## src/design/tiesel_regs.vh

```
// Register map, field positions and reset values of the timer input unit
// Overview of operation
// - Clock channels select source and pin edge/level
// - Processed clock channel drives internal clock bus
// - Event pins give enable/measure/count toward timers
// - Processed event signals also feed event bus
// - Clock ch3: internal, rise, fall, both edges
// - Clock ch2: off, rise, fall, both, low, high
// - Clock ch1: off, rise, fall, both, low, high
// - Clock ch0: internal, rise, fall, both edges
// - Event in4: off, rise, fall, both, low, high
// - Event in3: off, rise, fall, both, low, high
`ifndef TIESEL_REGS_VH
`define TIESEL_REGS_VH

// Printed offsets are register indices; byte address is four times each
`define TIESEL_CLK_CTRL_IDX   32'h0080_0210
`define TIESEL_EVT_CTRL0_IDX  32'h0080_0212
`define TIESEL_CLK_CTRL_ADDR  (`TIESEL_CLK_CTRL_IDX << 2)
`define TIESEL_EVT_CTRL0_ADDR (`TIESEL_EVT_CTRL0_IDX << 2)

// Reset values and writable bit masks
`define TIESEL_CTRL_RESET     16'h0000
`define TIESEL_CLK_CTRL_MASK  16'h3773
`define TIESEL_EVT_CTRL0_MASK 16'h773f

// Clock control field positions (clock 3 at bits 13:12 is the left-most field)
`define TIESEL_CLK3_HI 13
`define TIESEL_CLK3_LO 12
`define TIESEL_CLK2_HI 10
`define TIESEL_CLK2_LO 8
`define TIESEL_CLK1_HI 6
`define TIESEL_CLK1_LO 4
`define TIESEL_CLK0_HI 1
`define TIESEL_CLK0_LO 0

// Event control 0 field positions
`define TIESEL_EVT4_HI 14
`define TIESEL_EVT4_LO 12
`define TIESEL_EVT3_HI 10
`define TIESEL_EVT3_LO 8
`define TIESEL_EVT2_HI 5
`define TIESEL_EVT2_LO 4
`define TIESEL_EVT1_HI 3
`define TIESEL_EVT1_LO 2
`define TIESEL_EVT0_HI 1
`define TIESEL_EVT0_LO 0

// Processing modes of a three-bit select field
`define TIESEL_MODE_OFF  3'h0
`define TIESEL_MODE_RISE 3'h1
`define TIESEL_MODE_FALL 3'h2
`define TIESEL_MODE_BOTH 3'h3

// Bus responses
`define TIESEL_RESP_OKAY   2'h0
`define TIESEL_RESP_SLVERR 2'h2

`endif

```

## src/design/tiesel_top.v

```verilog
// Timer clock and event pin processing with an AXI4-Lite register slave
//
// Implementation choice: the AXI4-Lite interface to the registers.
`timescale 1ns/10ps
`include "tiesel_regs.vh"

module tiesel_top (
  input  wire        clock_in,
  input  wire        rst_in,
  // AXI4-Lite slave
  input  wire [31:0] s_axi_awaddr_in,
  input  wire        s_axi_awvalid_in,
  output reg         s_axi_awready_out,
  input  wire [31:0] s_axi_wdata_in,
  input  wire [3:0]  s_axi_wstrb_in,
  input  wire        s_axi_wvalid_in,
  output reg         s_axi_wready_out,
  output reg  [1:0]  s_axi_bresp_out,
  output reg         s_axi_bvalid_out,
  input  wire        s_axi_bready_in,
  input  wire [31:0] s_axi_araddr_in,
  input  wire        s_axi_arvalid_in,
  output reg         s_axi_arready_out,
  output reg  [31:0] s_axi_rdata_out,
  output reg  [1:0]  s_axi_rresp_out,
  output reg         s_axi_rvalid_out,
  input  wire        s_axi_rready_in,
  input  wire        s_axi_bready_unused_in,
  // Pins and internal sources
  input  wire [3:0]  external_timer_clock_pin_in,
  input  wire [4:0]  external_timer_event_pin_in,
  input  wire        internal_clock_pulse_in,
  // Toward timers and buses
  output wire [3:0]  clock_bus_out,
  output wire [4:0]  event_out
);

  localparam NPIN = 9;

  // Block outline
  // Nine pin channels in all: four clock pins, then five event pins.
  // Each channel runs the same path: three sampling stages, an agree
  // filter, then an edge or level qualifier chosen by its select field.
  // Clock channels 0 and 3 may bypass the pin entirely.
  // Code zero on those two channels forwards the internal count source.
  // Clock channels 1 and 2 instead treat code zero as input off.
  // All nine results are registered once more before leaving the block.
  // So every output comes from a flip-flop and never glitches.
  //
  // Latency
  // A pin change reaches an output at the fourth edge after it.
  // Two edges go to the first two stages, one to the third.
  // Stages two and three already agree at that third edge.
  // The last edge registers the qualified result.
  // The internal source passes in one edge, with no sampling stages.
  // That source already lives in this clock domain.
  //
  // Filtering
  // A level must be seen by two stages in a row before it counts.
  // A one-cycle spike on a pin therefore never reaches a timer.
  // The price is that pulses shorter than two cycles may be lost.
  // Users who need narrow pulses must stretch them outside.
  //
  // Edge modes
  // Rising, falling and both-edge modes give one-cycle pulses.
  // Each pulse marks one accepted change of the filtered level.
  // A timer counting these pulses sees at most one per clock.
  //
  // Level modes
  // High and low level modes hold the output for as long as the
  // filtered level stays; they suit gate or enable use by timers.
  // Only the three-bit fields can select a level mode.
  // Two-bit fields are widened with a zero, so they stay edge-only.
  //
  // Register side
  // Two 16-bit control words sit behind the AXI4-Lite slave.
  // Bits without a field never store a one and always read zero.
  // Byte lanes 0 and 1 are written independently; lanes 2 and 3
  // are dropped because nothing lives above bit 15.
  // Any other address answers SLVERR and changes nothing.
  //
  // Write handshake
  // Address and data are taken in either order, each in one beat.
  // Each ready drops once its beat is held, so a second beat waits.
  // The write lands one edge after both beats are held.
  // The response then stands until the master takes it.
  // A new write is not performed while a response is still pending.
  // That keeps one write in flight and response order obvious.
  //
  // Read handshake
  // The read data is captured at the edge that takes the address.
  // It stands, with its response code, until the master takes it.
  // The address ready stays low meanwhile, one read in flight.
  //
  // Mode change hazards
  // Changing a select field acts on the next edge after the write.
  // Switching from an edge mode to a level mode may show the level
  // at once; switching the other way may emit no pulse for the
  // change already seen, because the filter state is kept.
  // Software that needs a clean start should disable first.
  //
  // Reset
  // Synchronous reset clears every stage and both control words.
  // After reset, clock channels 0 and 3 forward the internal source
  // and all other channels are off, so timers see no pin activity.
  // The ready outputs rise one edge after reset is released.

  reg  [15:0] clk_ctrl_q;
  reg  [15:0] evt_ctrl0_q;
  reg         aw_have_q;
  reg         w_have_q;
  reg  [31:0] aw_addr_q;
  reg  [31:0] w_data_q;
  reg  [3:0]  w_strb_q;
  reg  [NPIN-1:0] sync1_q;
  reg  [NPIN-1:0] sync2_q;
  reg  [NPIN-1:0] sync3_q;
  reg  [NPIN-1:0] filt_q;
  reg  [NPIN-1:0] proc_q;

  wire        aw_fire;
  wire        w_fire;
  wire        ar_fire;
  wire        do_wr;
  wire        aw_have_d;
  wire        w_have_d;
  wire        bvalid_d;
  wire        rvalid_d;
  wire        wr_clk;
  wire        wr_evt;
  wire [15:0] lane_mask;
  wire [NPIN-1:0]   pins;
  wire [NPIN-1:0]   filt_d;
  wire [NPIN-1:0]   pass_int;
  wire [3*NPIN-1:0] mode;

  // Handshake terms
  assign aw_fire   = s_axi_awvalid_in & s_axi_awready_out;
  assign w_fire    = s_axi_wvalid_in & s_axi_wready_out;
  assign ar_fire   = s_axi_arvalid_in & s_axi_arready_out;
  // Hold off the write until the previous response has been taken
  assign do_wr     = aw_have_q & w_have_q & ~s_axi_bvalid_out;
  assign aw_have_d = do_wr ? 1'b0 : (aw_have_q | aw_fire);
  assign w_have_d  = do_wr ? 1'b0 : (w_have_q | w_fire);
  assign bvalid_d  = do_wr | (s_axi_bvalid_out & ~s_axi_bready_in);
  assign rvalid_d  = ar_fire | (s_axi_rvalid_out & ~s_axi_rready_in);
  assign wr_clk    = do_wr & (aw_addr_q == `TIESEL_CLK_CTRL_ADDR);
  assign wr_evt    = do_wr & (aw_addr_q == `TIESEL_EVT_CTRL0_ADDR);
  // Only the two low byte lanes reach the 16-bit registers
  assign lane_mask = {{8{w_strb_q[1]}}, {8{w_strb_q[0]}}};

  // Write channel: address and data accepted in either order
  always @(posedge clock_in) begin
    if (rst_in) begin
      aw_have_q         <= 1'b0;
      w_have_q          <= 1'b0;
      aw_addr_q         <= 32'h0000_0000;
      w_data_q          <= 32'h0000_0000;
      w_strb_q          <= 4'h0;
      s_axi_awready_out <= 1'b0;
      s_axi_wready_out  <= 1'b0;
      s_axi_bvalid_out  <= 1'b0;
      s_axi_bresp_out   <= `TIESEL_RESP_OKAY;
    end else begin
      aw_have_q         <= aw_have_d;
      w_have_q          <= w_have_d;
      s_axi_awready_out <= ~aw_have_d;
      s_axi_wready_out  <= ~w_have_d;
      s_axi_bvalid_out  <= bvalid_d;
      if (aw_fire) begin
        aw_addr_q <= s_axi_awaddr_in;
      end
      if (w_fire) begin
        w_data_q <= s_axi_wdata_in;
        w_strb_q <= s_axi_wstrb_in;
      end
      if (do_wr) begin
        s_axi_bresp_out <= (wr_clk | wr_evt) ? `TIESEL_RESP_OKAY
                                             : `TIESEL_RESP_SLVERR;
      end
    end
  end

  // Control registers; unassigned bits never store a one
  always @(posedge clock_in) begin
    if (rst_in) begin
      clk_ctrl_q  <= `TIESEL_CTRL_RESET;
      evt_ctrl0_q <= `TIESEL_CTRL_RESET;
    end else begin
      if (wr_clk) begin
        clk_ctrl_q <= (clk_ctrl_q & ~(lane_mask & `TIESEL_CLK_CTRL_MASK))
                    | (w_data_q[15:0] & lane_mask
                       & `TIESEL_CLK_CTRL_MASK);
      end
      if (wr_evt) begin
        evt_ctrl0_q <= (evt_ctrl0_q
                        & ~(lane_mask & `TIESEL_EVT_CTRL0_MASK))
                     | (w_data_q[15:0] & lane_mask
                        & `TIESEL_EVT_CTRL0_MASK);
      end
    end
  end

  // Read channel: one answer outstanding, data from the registers
  always @(posedge clock_in) begin
    if (rst_in) begin
      s_axi_arready_out <= 1'b0;
      s_axi_rvalid_out  <= 1'b0;
      s_axi_rdata_out   <= 32'h0000_0000;
      s_axi_rresp_out   <= `TIESEL_RESP_OKAY;
    end else begin
      s_axi_arready_out <= ~rvalid_d;
      s_axi_rvalid_out  <= rvalid_d;
      if (ar_fire) begin
        if (s_axi_araddr_in == `TIESEL_CLK_CTRL_ADDR) begin
          s_axi_rdata_out <= {16'h0000, clk_ctrl_q};
          s_axi_rresp_out <= `TIESEL_RESP_OKAY;
        end else if (s_axi_araddr_in == `TIESEL_EVT_CTRL0_ADDR) begin
          s_axi_rdata_out <= {16'h0000, evt_ctrl0_q};
          s_axi_rresp_out <= `TIESEL_RESP_OKAY;
        end else begin
          s_axi_rdata_out <= 32'h0000_0000;
          s_axi_rresp_out <= `TIESEL_RESP_SLVERR;
        end
      end
    end
  end

  // Channel order: clock 0..3 in bits 0..3, event 0..4 in bits 4..8
  assign pins = {external_timer_event_pin_in, external_timer_clock_pin_in};

  // Per-channel mode; two-bit fields are edge-only, widened with a zero
  assign mode[2:0]   = {1'b0, clk_ctrl_q[`TIESEL_CLK0_HI:`TIESEL_CLK0_LO]};
  assign mode[5:3]   = clk_ctrl_q[`TIESEL_CLK1_HI:`TIESEL_CLK1_LO];
  assign mode[8:6]   = clk_ctrl_q[`TIESEL_CLK2_HI:`TIESEL_CLK2_LO];
  assign mode[11:9]  = {1'b0, clk_ctrl_q[`TIESEL_CLK3_HI:`TIESEL_CLK3_LO]};
  assign mode[14:12] = {1'b0,
                        evt_ctrl0_q[`TIESEL_EVT0_HI:`TIESEL_EVT0_LO]};
  assign mode[17:15] = {1'b0,
                        evt_ctrl0_q[`TIESEL_EVT1_HI:`TIESEL_EVT1_LO]};
  assign mode[20:18] = {1'b0,
                        evt_ctrl0_q[`TIESEL_EVT2_HI:`TIESEL_EVT2_LO]};
  assign mode[23:21] = evt_ctrl0_q[`TIESEL_EVT3_HI:`TIESEL_EVT3_LO];
  assign mode[26:24] = evt_ctrl0_q[`TIESEL_EVT4_HI:`TIESEL_EVT4_LO];

  // Code zero on clock channels 0 and 3 passes the internal clock
  assign pass_int = {5'h00,
                     (mode[11:9] == `TIESEL_MODE_OFF), 2'h0,
                     (mode[2:0] == `TIESEL_MODE_OFF)};

  // Edge or level qualifier for one channel
  function proc_fn;
    input [2:0] m;
    input       now;
    input       was;
    begin
      case (m)
        `TIESEL_MODE_OFF:  proc_fn = 1'b0;
        `TIESEL_MODE_RISE: proc_fn = now & ~was;
        `TIESEL_MODE_FALL: proc_fn = ~now & was;
        `TIESEL_MODE_BOTH: proc_fn = now ^ was;
        3'h4, 3'h5:        proc_fn = ~now; // Low level, held while low
        default:           proc_fn = now;  // High level, held while high
      endcase
    end
  endfunction

  // Three-stage synchroniser, a change taken once stages two and three
  // agree; costs one extra cycle but rejects a single-sample glitch
  genvar gi;
  generate
    for (gi = 0; gi < NPIN; gi = gi + 1) begin : g_chan
      assign filt_d[gi] = (sync2_q[gi] == sync3_q[gi]) ? sync3_q[gi]
                                                       : filt_q[gi];
      always @(posedge clock_in) begin
        if (rst_in) begin
          sync1_q[gi] <= 1'b0;
          sync2_q[gi] <= 1'b0;
          sync3_q[gi] <= 1'b0;
          filt_q[gi]  <= 1'b0;
          proc_q[gi]  <= 1'b0;
        end else begin
          sync1_q[gi] <= pins[gi];
          sync2_q[gi] <= sync1_q[gi];
          sync3_q[gi] <= sync2_q[gi];
          filt_q[gi]  <= filt_d[gi];
          if (pass_int[gi]) begin
            proc_q[gi] <= internal_clock_pulse_in;
          end else begin
            proc_q[gi] <= proc_fn(mode[3*gi+2:3*gi], filt_d[gi],
                                  filt_q[gi]);
          end
        end
      end
    end
  endgenerate

  // Clock bus count sources for the timers
  assign clock_bus_out = proc_q[3:0];
  // Event signals go both to the timers and to the event bus selectors
  assign event_out     = proc_q[8:4];

endmodule // tiesel_top

```

## config.mk

```make
export PLATFORM = sky130hd
export DESIGN_NAME = tiesel_top
export DESIGN_NICKNAME = d
export VERILOG_FILES = /design/src/design/tiesel_top.v
export VERILOG_INCLUDE_DIRS = /design/src /design/src/design
export SDC_FILE = /design/constraint.sdc
export NUM_CORES = 1
export LEC_CHECK = 0
export BUFFER_PORTS_ARGS = -buffer_cell sky130_fd_sc_hd__buf_2
export CAP_MARGIN = 20
export CORE_AREA = 8 8 136 106
export DETAILED_ROUTE_END_ITERATION = 6
export DIE_AREA = 0 0 144 114
export PLACE_DENSITY = 0.83
export SYNTH_ARGS = -nofsm -noshare
export SYNTH_HDL_FRONTEND = slang
export SYNTH_SLANG_ARGS = --single-unit
export TNS_END_PERCENT = 50
```

## constraint.sdc

```tcl
create_clock -name clock_in -period 1.8 [get_ports clock_in]
set_input_delay 0 -clock clock_in [delete_from_list [all_inputs] [get_ports clock_in]]
set_output_delay 0 -clock clock_in [all_outputs]
set_load 0.01 [all_outputs]
```

==> impl_metrics.csv <==
group,metric,value,unit
floorplanning,die_area,0.0164,mm^2
placed_design,io_buffers,124,
critical_path,reg2reg_slack,0.04,ns
clock_network,cts_buffers,17,
critical_path,crit_type,"reg2reg",
synth,synth.distinct_cells,37,
power,power_density,981,mW/mm^2
power,ir_drop,0.000958,V
critical_path,path_cells,"nor4_2, nand4_2, or4_4, mux2i_1",
synth,yosysSeqAreaShare,49.3,%
routing,first_pass_iters,5,
critical_path,critPathMaxStageDelay,0.59,ns
sta,final-setup-viol-count,0,
sta,slew_headroom,49.3,%
routing,wl_per_cell,14.5,um
routing,vias,4817,
layout,fin_nets,925,
hold_path,min_path_type,"in2reg",
placed_design,gp_congestion,0.804,
layout,drive_above_1_share,22.9,%
placed_design,dpl.cell_count,887,
sta,fin_crit,1.76,ns
sta,rsz0062_at_grt,"true",
grt,grt_pass1_wl,22300,um
clock_network,insertion_delay,0.41,ns
routing,ant_nets,0,
critical_path,critPathRequiredTime,2.09,ns
clock_network,clockRootBuffer,"clkbuf_16",
floorplanning,die_y,114,um
routing,wirelength,14200,um
synth,synth_area,0.00552,mm^2
floorplanning,core_area,0.0121,mm^2
synth,ys.flop_type,"dfxtp_1",
synth,ys_async_sr_fraction,0,%
routing,viasPerCell,4.92,
layout,area_delta_synth_final,36.1,%
grt,antenna_found_initial,1,
synth,synth_top_cell_by_area,"dfxtp_1",
clock_network,htreeDepth,4,
grt,grt_max_degree,88,
sta,tightest_slew,0.761,ns
clock_network,path_clk_slew,0.06,ns
critical_path,start_kind,"flop",
grt,grt_usage,17.3,%
layout,fin_cells,979,
synth,yosys_warnings,0,
sta,clock_skew,0.00791,ns
sta,timing.final.crit_share,97.8,%
sta,slew_violations,0,
placed_design,place_hpwl,9490,um
layout,final_area,0.00751,mm^2
synth,yosys_register_bits,136,
synth,synth_common_cells,"136 x dfxtp_1, 124 x nand2_1, 69 x a21oi_1",
synth,syn_area_per_cell,8.96,um^2
critical_path,cp.arrival,2.06,ns
floorplanning,chipWidth,144,um
sta,final-hold-violation-count,0,
synth,synth_most_common_cell,"dfxtp_1",
outcome,status,"finished, final reports clean",
synth,synth_edf_count,0,
clock_network,cts_buffer_depth,2,
clock_network,cts_tree,"built",
power,power_leakage,3.15,nW
synth,syn_inst,616,
sta,max_freq,568,MHz
floorplanning,num_rows,35,
synth,synth_top_cell_area_share,49.3,%
routing,drtIter0Drc,315,
clock_network,cts.sinks,136,
synth,synth_area_leaders,"dfxtp_1 49%, nand2_1 8.4%, a21oi_1 6.3%",
placed_design,placed_cell_area,0.00625,mm^2
run,maxCapViolations,0,
floorplanning,start_util,45.5,%
power,total_power,7.37,mW
routing,drc_errors,0,
layout,finish.utilization,61.9,%
critical_path,crit_path_end_kind,"flop",
grt,first_global_vias,4662,
floorplanning,io-pin-count,168,
critical_path,slowest_stage,"or4_4",
grt,gr-total-overflow,0,
critical_path,cp_max_fo,5,
sta,holdWs,0.0793,ns
## through the flow
stage                     TNS, ns  worst slack [ns]
final                           0            0.0390
after floorplan                 0            0.0563
after global placement     -0.476           -0.0591
after detailed placement   -0.444           -0.0559
after CTS                       0           0.00681
after global routing       -0.497           -0.0553
## metal layers
metal / wire length, um / vias to the layer above / track usage [%]
li1: - / 2408 / -
met1: 6190 / 2227 / 20.5
met2: 6620 / 169 / 28.3
met3: 1250 / 13 / 6.05
met4: 178 / 0 / 6.15
met5: 0 / - / 0
## cells by family after synthesis
group,synth area share [%]
and+or+nand+nor,26.6
AOI/OAI and AO/OA,8.88
xor gates and xnor gates,0.634
muxes,5.98
adders and majority gates,2.36
buffers and inverters,6.21
other,0.0679
DFF,49.3
## worst paths after layout
path | from | cells past startpoint | end
worst max-delay path | aw_addr_q[12] | 4 | flop
worst min-delay path | internal_clock_pulse_in | 4 | clock_bus_out[3]
worst max register to register | aw_addr_q[12] | 4 | flop
worst min register to register | sync1_q[2] | 1 | sync2_q[2]
## report_power, final
| group | internal [mW] | switching, mW |
|---|---|---|
| clock network | 2.32 | 1.30 |
| logic | 0.298 | 0.290 |
| registers | 3.10 | 0.0568 |
| total | 5.72 | 1.65 |
## cell usage in the layout (no fill, tap or decap), types with 2 or more instances in the layout
master,Yosys,layout
nand3_1,3,3
mux2i_1,33,33
dfxtp_1,136,135
inv_1,11,11
nand4_2,2,2
clkbuf_16,0,17
conb_1,1,21
dlygate4sd3_1,0,59
o21ai_0,5,5
nand2b_1,39,39
or4_4,0,2
buf_4,21,13
buf_2,0,123
clkinvlp_4,0,3
ha_1,8,8
a211oi_1,6,6
a21o_1,2,2
bufinv_16,0,4
a21oi_1,69,69
nor2b_1,32,32
clkinv_2,0,3
and2_1,2,2
buf_6,2,4
nand2_1,124,124
maj3_1,3,3
a311oi_1,6,6
nor4_4,3,4
nor4_2,3,3
xor2_1,4,4
clkinv_4,0,4
or4_1,15,13
and4b_1,3,3
nor3_1,10,10
nor4_1,6,5
nor2_1,27,27
## worst max-delay path, delay by kind of cell, from the launching register on
kind	cells	cell delay [ns]
flops	1	0.32
simple gates	3	1.16
mux	1	0.15
## cell type report
cell class | count | area, um^2
repair buffers | 199 | 1350
clock buffers | 17 | 425
clock inverters | 15 | 201
well taps | 166 | 208
fillers | 991 | 4620
diodes | 1 | 2.50
inverters | 11 | 41.3
multi-input cells | 434 | 2560
flip-flops and latches | 136 | 2720
## timing repair
| action | CTS | global route |
|---|---|---|
| resized for setup | 2 | 8 |
| buffers inserted | 0 | 0 |
| hold buffers | 59 | 0 |
| endpoints found under the hold margin | 60 | 0 |
| endpoints found under the setup margin | 10 | 16 |
Power figures use the tool's default switching activity.
